==> src/msd_consts.svh <==
// constants for the micro-step serial front end and decay table
// assumes a 100 MHz system clock and 32-bit avalon-mm byte addressing
`ifndef MSD_CONSTS_SVH
`define MSD_CONSTS_SVH

`define MSD_WORD_BITS      16
`define MSD_TABLE_DEFAULT  16'hFDA0
`define MSD_SLOTS          4'h8
`define MSD_OFS_DRIVE      5'h00
`define MSD_OFS_TABLE      5'h04
`define MSD_OFS_STATUS     5'h08
`define MSD_OFS_SLOT_LEN   5'h0C
`define MSD_OFS_SHIFT      5'h10
`define MSD_SLOT_LEN_RST   16'h007D
`define MSD_ST_SETUP       0
`define MSD_ST_EXT_RST_N   1
`define MSD_ST_INT_RST     2
`define MSD_ST_OFF_A       3
`define MSD_ST_OFF_B       4
`define MSD_ST_FAST_A      5
`define MSD_ST_FAST_B      6

`endif

==> src/msd_pkg.sv <==
// types for the micro-step serial front end
// assumes msd_consts.svh for numbers
package msd_pkg;

    typedef struct packed {
        logic       mix;
        logic [2:0] ratio;
    } msd_entry_type;

    typedef struct packed {
        logic       phase_a;
        logic [3:0] cur_a;
        logic [1:0] decay_a;
        logic       phase_b;
        logic [3:0] cur_b;
        logic [1:0] decay_b;
        logic [1:0] torque;
    } msd_drive_type;

    typedef struct packed {
        logic       off;
        logic       polarity;
        logic [3:0] code;
        logic       fast;
    } msd_phase_type;

    typedef enum logic [0:0] {
        MSD_BUS_IDLE = 1'b0,
        MSD_BUS_RESP = 1'b1
    } msd_bus_state_type;

endpackage

==> src/msd_sync.sv <==
// two-flop synchroniser for a bundle of level inputs
// assumes each bit is independent; no multi-bit coherence is promised
`timescale 1ns/1ps
module msd_sync #(
    parameter int W = 1
) (
    // clock and reset
    input  wire logic         clk_sys_i,
    input  wire logic         rst_i,
    // data
    input  wire logic [W-1:0] async_i,
    output logic      [W-1:0] sync_o
);
    logic [W-1:0] meta_ff;
    logic [W-1:0] sync_ff;

    always_ff @(posedge clk_sys_i or posedge rst_i) begin
        if (rst_i) begin
            meta_ff <= '0;
            sync_ff <= '0;
        end else begin
            meta_ff <= async_i;
            sync_ff <= meta_ff;
        end
    end

    assign sync_o = sync_ff;
endmodule

==> src/msd_top.sv <==
// serial input, drive latch and mixed decay timing table for one motor unit
// assumes pins are asynchronous to clk_sys_i; rst_i is the logic supply
// power-on reset and is the only thing that restores the table defaults
//
// Overview of operation
// - each phase current code is 4 bits, sixteen steps from 0 to 90 degrees
// - setup pin high routes words to decay table, low to drive settings
// - every transfer is sixteen data bits, bit 0 first, bit 15 last
// - data sampled on serial clock fall, shifted on serial clock rise
// - strobe rising edge copies all sixteen bits at once; otherwise hold
// - setup word holds four 4-bit entries, top bit mix flag, low three ratio
// - external reset low keeps shift register clear, blocking table writes
// - thermal, overcurrent or supply faults block table rewriting
// - table defaults: slow, 37.5 percent, 75 percent, full fast
// - table returns to defaults only on logic supply reset
// - entering setup keeps old table until a setup word is latched
// - mix flag low means 0 percent; else (k+1) eighths fast decay
// - fast decay interval sits at the end of each chopping period
// - only the 100 percent setting gives full fast decay
// - each phase 2-bit decay select picks one of four table entries
// - current code of zero switches that phase fully off
//
// The implementer's own choices: the register addresses and the Avalon-MM interface to the registers.
`timescale 1ns/1ps
module msd_top (
    // system
    input  wire logic                 clk_sys_i,
    input  wire logic                 rst_i,
    // avalon-mm slave
    input  wire logic [4:0]           avs_address_i,
    input  wire logic                 avs_read_i,
    input  wire logic                 avs_write_i,
    input  wire logic [31:0]          avs_writedata_i,
    output logic      [31:0]          avs_readdata_o,
    output logic                      avs_waitrequest_o,
    // serial pins
    input  wire logic                 ser_clk_i,
    input  wire logic                 ser_data_i,
    input  wire logic                 strobe_i,
    input  wire logic                 ext_reset_n_i,
    input  wire logic                 setup_i,
    // supervisory inputs, high when tripped or out of range
    input  wire logic                 thermal_shutdown_i,
    input  wire logic                 overcurrent_shutdown_i,
    input  wire logic                 logic_supply_monitor_i,
    input  wire logic                 motor_supply_monitor_i,
    // drive outputs
    output msd_pkg::msd_phase_type    phase_a_o,
    output msd_pkg::msd_phase_type    phase_b_o,
    output logic      [1:0]           torque_o
);
`include "msd_consts.svh"

    // fast slots out of eight for one table entry
    function automatic logic [3:0] fast_slots(msd_pkg::msd_entry_type e);
        logic [3:0] n;
        n = 4'h0;
        if (e.mix) begin
            n = {1'b0, e.ratio} + 4'h1;
        end
        return n;
    endfunction

    // entry chosen by a 2-bit select
    function automatic msd_pkg::msd_entry_type pick(logic [15:0] t,
                                                    logic [1:0]  s);
        msd_pkg::msd_entry_type e;
        e = msd_pkg::msd_entry_type'(t[{s, 2'b00} +: 4]);
        return e;
    endfunction

    // pin synchronisers
    logic [8:0] pins_sync;

    msd_sync #(
        .W(9)
    ) u_sync (
        .clk_sys_i(clk_sys_i),
        .rst_i    (rst_i),
        .async_i  ({~ser_clk_i, ser_data_i, strobe_i, ext_reset_n_i,
                    setup_i, thermal_shutdown_i, overcurrent_shutdown_i,
                    logic_supply_monitor_i, motor_supply_monitor_i}),
        .sync_o   (pins_sync)
    );

    logic sclk_s;
    logic sclk_n_s;
    logic sdata_s;
    logic stb_s;
    logic xrst_n_s;
    logic setup_s;
    logic tsd_s;
    logic isd_s;
    logic lsup_s;
    logic msup_s;

    // serial clock travels inverted so a cleared synchroniser reads as
    // the idle high level: no false edge right after reset
    assign {sclk_n_s, sdata_s, stb_s, xrst_n_s, setup_s,
            tsd_s, isd_s, lsup_s, msup_s} = pins_sync;
    assign sclk_s = ~sclk_n_s;

    // serial path state
    logic        sclk_ff;
    logic        stb_ff;
    logic        sample_ff;
    logic [15:0] shift_ff;
    logic [15:0] drive_ff;
    logic [15:0] table_ff;
    logic        nxt_sclk;
    logic        nxt_stb;
    logic        nxt_sample;
    logic [15:0] nxt_shift;
    logic [15:0] nxt_drive;
    logic [15:0] nxt_table;

    logic sclk_fall;
    logic sclk_rise;
    logic stb_rise;
    logic supply_bad;
    logic int_rst;

    assign sclk_fall  = sclk_ff & ~sclk_s;
    assign sclk_rise  = ~sclk_ff & sclk_s;
    assign stb_rise   = ~stb_ff & stb_s;
    assign supply_bad = lsup_s | msup_s;
    assign int_rst    = supply_bad | tsd_s | isd_s;

    always_comb begin
        nxt_sclk   = sclk_s;
        nxt_stb    = stb_s;
        nxt_sample = sample_ff;
        nxt_shift  = shift_ff;
        nxt_drive  = drive_ff;
        nxt_table  = table_ff;
        if (sclk_fall) begin
            nxt_sample = sdata_s;
        end
        if (!xrst_n_s || supply_bad) begin
            nxt_shift = 16'h0000;
        end else if (tsd_s || isd_s) begin
            nxt_shift = shift_ff;
        end else if (sclk_rise) begin
            // lsb first: the first bit ends up in bit 0
            nxt_shift = {sample_ff, shift_ff[15:1]};
        end
        // the controller keeps strobe low until all bits are in
        if (stb_rise) begin
            if (setup_s) begin
                if (xrst_n_s && !int_rst) begin
                    nxt_table = shift_ff;
                end
            end else begin
                nxt_drive = shift_ff;
            end
        end
    end

    always_ff @(posedge clk_sys_i or posedge rst_i) begin
        if (rst_i) begin
            sclk_ff   <= 1'b1;
            stb_ff    <= 1'b0;
            sample_ff <= 1'b0;
            shift_ff  <= 16'h0000;
            drive_ff  <= 16'h0000;
            table_ff  <= `MSD_TABLE_DEFAULT;
        end else begin
            sclk_ff   <= nxt_sclk;
            stb_ff    <= nxt_stb;
            sample_ff <= nxt_sample;
            shift_ff  <= nxt_shift;
            drive_ff  <= nxt_drive;
            table_ff  <= nxt_table;
        end
    end

    // chopping slot timer
    logic [15:0] slot_len_ff;
    logic [15:0] slot_cnt_ff;
    logic [2:0]  slot_idx_ff;
    logic [15:0] nxt_slot_cnt;
    logic [2:0]  nxt_slot_idx;

    always_comb begin
        nxt_slot_cnt = slot_cnt_ff + 16'h0001;
        nxt_slot_idx = slot_idx_ff;
        if (slot_cnt_ff >= slot_len_ff - 16'h0001) begin
            nxt_slot_cnt = 16'h0000;
            nxt_slot_idx = slot_idx_ff + 3'h1;
        end
    end

    always_ff @(posedge clk_sys_i or posedge rst_i) begin
        if (rst_i) begin
            slot_cnt_ff <= 16'h0000;
            slot_idx_ff <= 3'h0;
        end else begin
            slot_cnt_ff <= nxt_slot_cnt;
            slot_idx_ff <= nxt_slot_idx;
        end
    end

    // phase outputs
    msd_pkg::msd_drive_type drv;
    msd_pkg::msd_phase_type ph_a_ff;
    msd_pkg::msd_phase_type ph_b_ff;
    msd_pkg::msd_phase_type nxt_ph_a;
    msd_pkg::msd_phase_type nxt_ph_b;
    logic [1:0]             torque_ff;
    logic [1:0]             nxt_torque;
    logic [3:0]             fast_a;
    logic [3:0]             fast_b;
    logic [3:0]             slot_rem;
    logic                   out_off;

    assign drv      = msd_pkg::msd_drive_type'(drive_ff);
    assign fast_a   = fast_slots(pick(table_ff, drv.decay_a));
    assign fast_b   = fast_slots(pick(table_ff, drv.decay_b));
    // slots left in this period including the current one
    assign slot_rem = `MSD_SLOTS - {1'b0, slot_idx_ff};
    assign out_off  = !xrst_n_s || int_rst;

    always_comb begin
        nxt_torque        = drv.torque;
        nxt_ph_a.code     = drv.cur_a;
        nxt_ph_a.polarity = drv.phase_a;
        nxt_ph_a.off      = out_off || (drv.cur_a == 4'h0);
        // fast only in the last slots; eight slots means all fast
        nxt_ph_a.fast     = (slot_rem <= fast_a);
        nxt_ph_b.code     = drv.cur_b;
        nxt_ph_b.polarity = drv.phase_b;
        nxt_ph_b.off      = out_off || (drv.cur_b == 4'h0);
        nxt_ph_b.fast     = (slot_rem <= fast_b);
    end

    always_ff @(posedge clk_sys_i or posedge rst_i) begin
        if (rst_i) begin
            ph_a_ff   <= '{off: 1'b1, polarity: 1'b0, code: 4'h0, fast: 1'b0};
            ph_b_ff   <= '{off: 1'b1, polarity: 1'b0, code: 4'h0, fast: 1'b0};
            torque_ff <= 2'h0;
        end else begin
            ph_a_ff   <= nxt_ph_a;
            ph_b_ff   <= nxt_ph_b;
            torque_ff <= nxt_torque;
        end
    end

    assign phase_a_o = ph_a_ff;
    assign phase_b_o = ph_b_ff;
    assign torque_o  = torque_ff;

    // avalon-mm slave: one wait cycle per access keeps decode off the
    // bus path at the cost of a cycle of latency
    msd_pkg::msd_bus_state_type bus_ff;
    msd_pkg::msd_bus_state_type nxt_bus;
    logic [31:0]                rdata_ff;
    logic [31:0]                nxt_rdata;
    logic [15:0]                nxt_slot_len;
    logic [31:0]                status_w;

    always_comb begin
        status_w                     = 32'h0000_0000;
        status_w[`MSD_ST_SETUP]      = setup_s;
        status_w[`MSD_ST_EXT_RST_N]  = xrst_n_s;
        status_w[`MSD_ST_INT_RST]    = int_rst;
        status_w[`MSD_ST_OFF_A]      = ph_a_ff.off;
        status_w[`MSD_ST_OFF_B]      = ph_b_ff.off;
        status_w[`MSD_ST_FAST_A]     = ph_a_ff.fast;
        status_w[`MSD_ST_FAST_B]     = ph_b_ff.fast;
    end

    always_comb begin
        nxt_bus      = msd_pkg::MSD_BUS_IDLE;
        nxt_rdata    = rdata_ff;
        nxt_slot_len = slot_len_ff;
        unique case (bus_ff)
            msd_pkg::MSD_BUS_IDLE: begin
                if (avs_read_i || avs_write_i) begin
                    nxt_bus   = msd_pkg::MSD_BUS_RESP;
                    nxt_rdata = 32'h0000_0000;
                    if (avs_read_i) begin
                        case (avs_address_i)
                            `MSD_OFS_DRIVE:    nxt_rdata = {16'h0000, drive_ff};
                            `MSD_OFS_TABLE:    nxt_rdata = {16'h0000, table_ff};
                            `MSD_OFS_STATUS:   nxt_rdata = status_w;
                            `MSD_OFS_SLOT_LEN: nxt_rdata = {16'h0000,
                                                            slot_len_ff};
                            `MSD_OFS_SHIFT:    nxt_rdata = {16'h0000, shift_ff};
                            default:           nxt_rdata = 32'h0000_0000;
                        endcase
                    end
                end
            end
            msd_pkg::MSD_BUS_RESP: begin
                // zero would stretch each slot to 65536 cycles, so it is refused
                if (avs_write_i && avs_address_i == `MSD_OFS_SLOT_LEN &&
                    avs_writedata_i[15:0] != 16'h0000) begin
                    nxt_slot_len = avs_writedata_i[15:0];
                end
            end
        endcase
    end

    always_ff @(posedge clk_sys_i or posedge rst_i) begin
        if (rst_i) begin
            bus_ff      <= msd_pkg::MSD_BUS_IDLE;
            rdata_ff    <= 32'h0000_0000;
            slot_len_ff <= `MSD_SLOT_LEN_RST;
        end else begin
            bus_ff      <= nxt_bus;
            rdata_ff    <= nxt_rdata;
            slot_len_ff <= nxt_slot_len;
        end
    end

    assign avs_waitrequest_o = (avs_read_i || avs_write_i) &&
                               (bus_ff == msd_pkg::MSD_BUS_IDLE);
    assign avs_readdata_o    = rdata_ff;

endmodule

==> config.mk <==
export PLATFORM = sky130hd
export DESIGN_NAME = msd_top
export DESIGN_NICKNAME = d
export VERILOG_FILES = /design/src/msd_pkg.sv /design/src/msd_sync.sv /design/src/msd_top.sv
export VERILOG_INCLUDE_DIRS = /design/src /design/src/src
export SDC_FILE = /design/constraint.sdc
export NUM_CORES = 1
export LEC_CHECK = 0
export BUFFER_PORTS_ARGS = -buffer_cell sky130_fd_sc_hd__buf_2
export CORE_ASPECT_RATIO = 0.5
export CORE_UTILIZATION = 40
export DETAILED_ROUTE_END_ITERATION = 10
export GPL_ROUTABILITY_DRIVEN = 0
export PLACE_DENSITY = 0.7
export SLEW_MARGIN = 0
export SYNTH_ARGS = -nofsm -noshare
export SYNTH_HDL_FRONTEND = slang
export SYNTH_SLANG_ARGS = --single-unit
==> constraint.sdc <==
create_clock -name clk_sys_i -period 4.8 [get_ports clk_sys_i]
set_input_delay 0.48 -clock clk_sys_i [delete_from_list [all_inputs] [get_ports clk_sys_i]]
set_output_delay 0.48 -clock clk_sys_i [all_outputs]
set_load 0.02 [all_outputs]
Word-level counts from Yosys, hierarchy flattened
Index checks and enable logic that the tools add are counted.

word-level totals
  word-level logic and storage cells = 82
  input bits = 50
  output and inout port bits = 49
  bits in registers = 153

operators by class
  shift operators = 2
  order comparisons = 3
  muxes and demuxes = 10
  bitwise operators = 12
  equal/unequal tests = 5
  add/subtract/negate cells = 6
  reductions and logical operators = 22

operators with widths
  operator               number
  $mux 16                5
  $pmux 16 s5            1
  $shiftx 16x5->4        2
  $add 16x1->16 const B  1
  $ge 16x16->1           1
  $reduce_bool 16->1     1
  $sub 16x1->16 const B  1
  $eq 5x4->1 const B     2
  $add 3x1->4 const B    2
  $le 4x4->1             2
  $logic_not 4->1        2
  $mux 4                 2
  $reduce_and 2->1       4
  $logic_or 1x1->1       6
  $not 1->1              6
  $eq 5x3->1 const B     1
  $eq 5x5->1 const B     1
  $logic_not 5->1        1
  $logic_and 1x1->1      4
  $sub 4x3->4 const A    1
  $add 3x1->3 const B    1
  $and 1x1->1            3
  $or 1x1->1             3
  $reduce_and 3->1       1
  other kinds (4)        6

Logic depth before layout (Yosys ltp)
  word-level depth = 6
  depth in mapped cells = 14
  depth with buffers taken out = 13

Cells and area by module
From an unflattened synthesis, not the netlist that was laid out.

second synthesis, totals
  cells, all modules = 524
  area, all modules = 6505.0 um^2

modules (own cells, without submodules)
  module    sequential area each (um^2)  cells an instance  area an instance (um^2)  instances
  msd_top   3000.4                       505                6050.8                   1
  msd_sync  450.4                        19                 454.2                    1

Worst setup path after synthesis
No wires, ideal clock.

  path kind = register -> register
  start point = register slot_len_ff[3]
  end point = register slot_idx_ff[1]
  required time = 4675 ps
  clock period less this slack = 2996 ps
  slack = 1804 ps
  cell stages (with the launch flop) = 13
  setup time = 125 ps
  arrival = 2872 ps
  path buffers = 1
  cells stage by stage = dfstp_2 clkbuf_1 nor4_1 nor2b_1 nand2_1 nor4_1 xnor2_1 ha_1 nand4_1 nor2_1 a311oi_1 nand3_1 mux2_2

between the ends
  cells in the longest elaborated chain, start to end = 2

RTL lines
  what                    RTL line        source
  from (decl)             msd_top.sv:178  logic [15:0] slot_len_ff;
  from (signal assigned)  msd_top.sv:308  slot_len_ff <= `MSD_SLOT_LEN_RST;
  from (signal assigned)  msd_top.sv:312  slot_len_ff <= nxt_slot_len;
  $sub 16x1->16           msd_top.sv:187  if (slot_cnt_ff >= slot_len_ff - 16'h0001) begin
  $ge 16x16->1            msd_top.sv:187
  to (signal assigned)    msd_top.sv:199  slot_idx_ff <= nxt_slot_idx;
  to (decl)               msd_top.sv:180  logic [2:0] slot_idx_ff;

No other way between the ends.
A chain may end at the register's enable or synchronous reset.

Final worst setup path
  start point = register slot_len_ff[5]
  end point = register slot_idx_ff[1]

The elaborated chain is that of the path after synthesis.

==> results_dict.tcl <==
set metrics [dict create \
    cts_resized 0 \
    clk_pin_slew_worst_paths_ns 0.07 \
    postCtsSetupRepairBufs 0 \
    critPathMaxStageDelay_ns 0.63 \
    cpMostUsedCell "nor4_1" \
    tns_ns 0 \
    synthToLayoutAreaGrowth_pct 16.2 \
    finalCritPeriodShare_pct 78.9 \
    hp-class "in -> reg" \
    worst-r2r-setup-slack_ns 1.01 \
    crit_arrival_ns 4.09 \
    p_int_uw 2180 \
    power_switching_share_pct 29.7 \
    rsz0062_at_grt "no" \
    synth_top_cell_by_area "dfrtp_1" \
    path_delay_family "simple AND/OR/NAND/NOR gates" \
    wl_per_cell_microns 16.0 \
    regToRegEndpoint "slot_idx_ff[1]" \
    htree_levels 4 \
    grt_use_total_pct 17.1 \
    netlist_area_sq_um 6580 \
    antenna_left 0 \
    cts_root_buf "clkbuf_16" \
    dieWidth_microns 183 \
    firstDrtPassIters 4 \
    rows 32 \
    wl_microns 13400 \
    path_max_fanout 18 \
    cts_tree "done" \
    hp-start "motor_supply_monitor_i" \
    grt_max_degree 100 \
    p_sw_uw 921 \
    startpoint_type "flop" \
    syn_inst 535 \
    rr_worst_depth 11 \
    place_inst 805 \
    instances_no_fill 837 \
    cts_inserted_buffers 17 \
    p_comb_share_pct 15.5 \
    power.density_nw_per_um2 406 \
    cp.depth 11 \
    syn_avg_cell_area_sq_um 12.3 \
    post-dp-hpwl_microns 9540 \
    hold_violations 0 \
    ctsHoldBuffers 0 \
    ys_ff_latch 137 \
    grt-busiest-layer "met2" \
    route.detailed.drc 0 \
    setup_viol 0 \
    rr_startpoint "slot_len_ff[5]" \
    drv_slew 0 \
    clock_latency_ns 0.42 \
    mostFrequentLayoutCells "dfrtp_1 (119), buf_2 (66), nor2_1 (46), mux2_2 (40), nand2_1 (35)" \
    endpoint_kind "flop" \
    via_count 4369 \
    fmax_ghz 0.264 \
    status "completed" \
    crit_chain "nor4_1, nor2b_1, nand2_1, nor4_1, xnor2_1, ha_1, nand4_1, nor2_1, a221oi_1, nand3_1, mux2_2" \
    netlist.area_leader.share_pct 45.2 \
    clock_path_buffers 2 \
    vdd_drop_max_v 0.000188 \
    die_y_microns 92.7 \
    grt_pass1_vias 4283 \
    drv.max_cap_violation_count 0 \
    crit_type "reg -> reg" \
    postLayoutCoreUtil_pct 48.6 \
    via_per_inst 5.22 \
    synthTopCellsByArea "dfrtp_1 (45%), dfstp_2 (7.2%), mux2_2 (6.8%)" \
    leakage_uw 0.00370 \
    crit_required_ns 5.10 \
    drt_iter0_markers 221 \
    worst_slew_pin_slew_ns 1.22 \
    clockPowerShare_pct 42.4 \
    slew_headroom_pct 18.8 \
    final_common_cell "dfrtp_1" \
    io_pins 99 \
    drive_above_1_share_pct 29.5 \
    grt_overflow_total 0 \
    diodes 0 \
    min_period_ns 3.79 \
    antenna_found_initial 0 \
    cp.buffers_inverters 0 \
    synth_warnings 0 \
    ys_seq_area_share_pct 52.4 \
    cts_sinks 137 \
    cp_slowest_cell "nand3_1" \
    fin_skew_ns 0.00497 \
    design.core.area_sq_um 15700 \
    hold_path_end "u_sync.meta_ff[0]" \
    grt_use_met2_pct 27.0 \
    start_util_pct 41.8 \
    io_buffers 66 \
    dieArea_sq_um 17000 \
    grt_pass1_wl_microns 22200 \
    met1_usage_pct 22.8 \
    yosysUniqueCellTypes 49 \
    placed_cell_area_sq_um 7050 \
    min_delay_path_depth 1 \
    met3_usage_pct 3.70 \
    fin_nets 683 \
    power_frac_seq_pct 42.1 \
    final_area_sq_um 7650 \
]
registers in the layout, indices dropped and copies added (netlist names), 2 cells and up:
register,flops
avs_readdata_o,16
drive_ff,16
phase_a_o,7
phase_b_o,7
shift_ff,16
slot_cnt_ff,16
slot_idx_ff,3
slot_len_ff,16
table_ff,16
torque_o,2
u_sync.meta_ff,9
u_sync.sync_o,9
kinds of logic after synthesis:
family	synth area share, %
simple gates	11.0
flops	52.4
compound gates	8.55
mux	14.1
buf+inv	3.95
xor+xnor	4.26
fa+ha+maj	5.70
other cells	0.0570
layout make-up:
type | instances | area [sq um]
inverter | 12 | 50.0
fill | 1364 | 8090
clock buffer | 17 | 425
timing repair buffer | 68 | 345
multi-input combinational | 367 | 2930
sequential | 137 | 3450
tap | 221 | 277
clock inverter | 15 | 170
per-layer routing:
metal / wire, microns / vias to the layer above
met5: 0 / -
met4: 352 / 0
met3: 524 / 23
met2: 6290 / 104
met1: 6260 / 2176
li1: - / 2066
worst max path at each step:
stage                         to  slack [ns]            from
6_report          slot_idx_ff[1]        1.01  slot_len_ff[5]
5_1_grt           slot_idx_ff[1]        0.58  slot_len_ff[5]
4_1_cts           slot_idx_ff[1]        1.02  slot_len_ff[5]
3_5_place_dp      slot_idx_ff[1]        1.06  slot_len_ff[5]
3_3_place_gp      slot_idx_ff[1]        1.14  slot_len_ff[5]
2_1_floorplan  avs_readdata_o[0]        0.68           rst_i
synth_stat cells, drive strengths merged:
master and count:
nand3b 1, a221oi 15, a21o 5, o21bai 1, a22o 16, and4 2
buf 22, nand2 35, and2 1, o41ai 3, mux2i 16, or4 2
xor2 17, o21ai 15, a41o 2, a311oi 1, conb 1, and3 1
mux2 49, mux4 8, clkbuf 12, nor4 8, nor2 47, nand2b 5
or3 1, o41a 1, a221o 2, dfstp 18, nand3 7, ha 30
nor2b 6, a2111oi 1, a31oi 1, nand4 11, xnor2 15, dfrtp 119
nor3 6, nand4b 2, a21oi 14, nor3b 4, inv 12
through the flow:
step	total power [uW]	worst slack (ns)	hold slack [ns]
global route	3260	0.577	0.157
finish	3100	1.01	0.163
global placement	1780	1.14	0.335
floorplan	1690	0.682	0.331
CTS	3120	1.02	0.156
detailed placement	1810	1.06	0.335
power groups by stage:
stage / clock (uW) / sequential [uW] / combinational (uW)
final: 1320 / 1310 / 479
after global routing: 1390 / 1320 / 548
after CTS: 1330 / 1310 / 484
after detailed placement: 0 / 1330 / 483
after global placement: 0 / 1320 / 452
after floorplan: 0 / 1300 / 381
No activity file was read; power rests on OpenSTA's default activity.
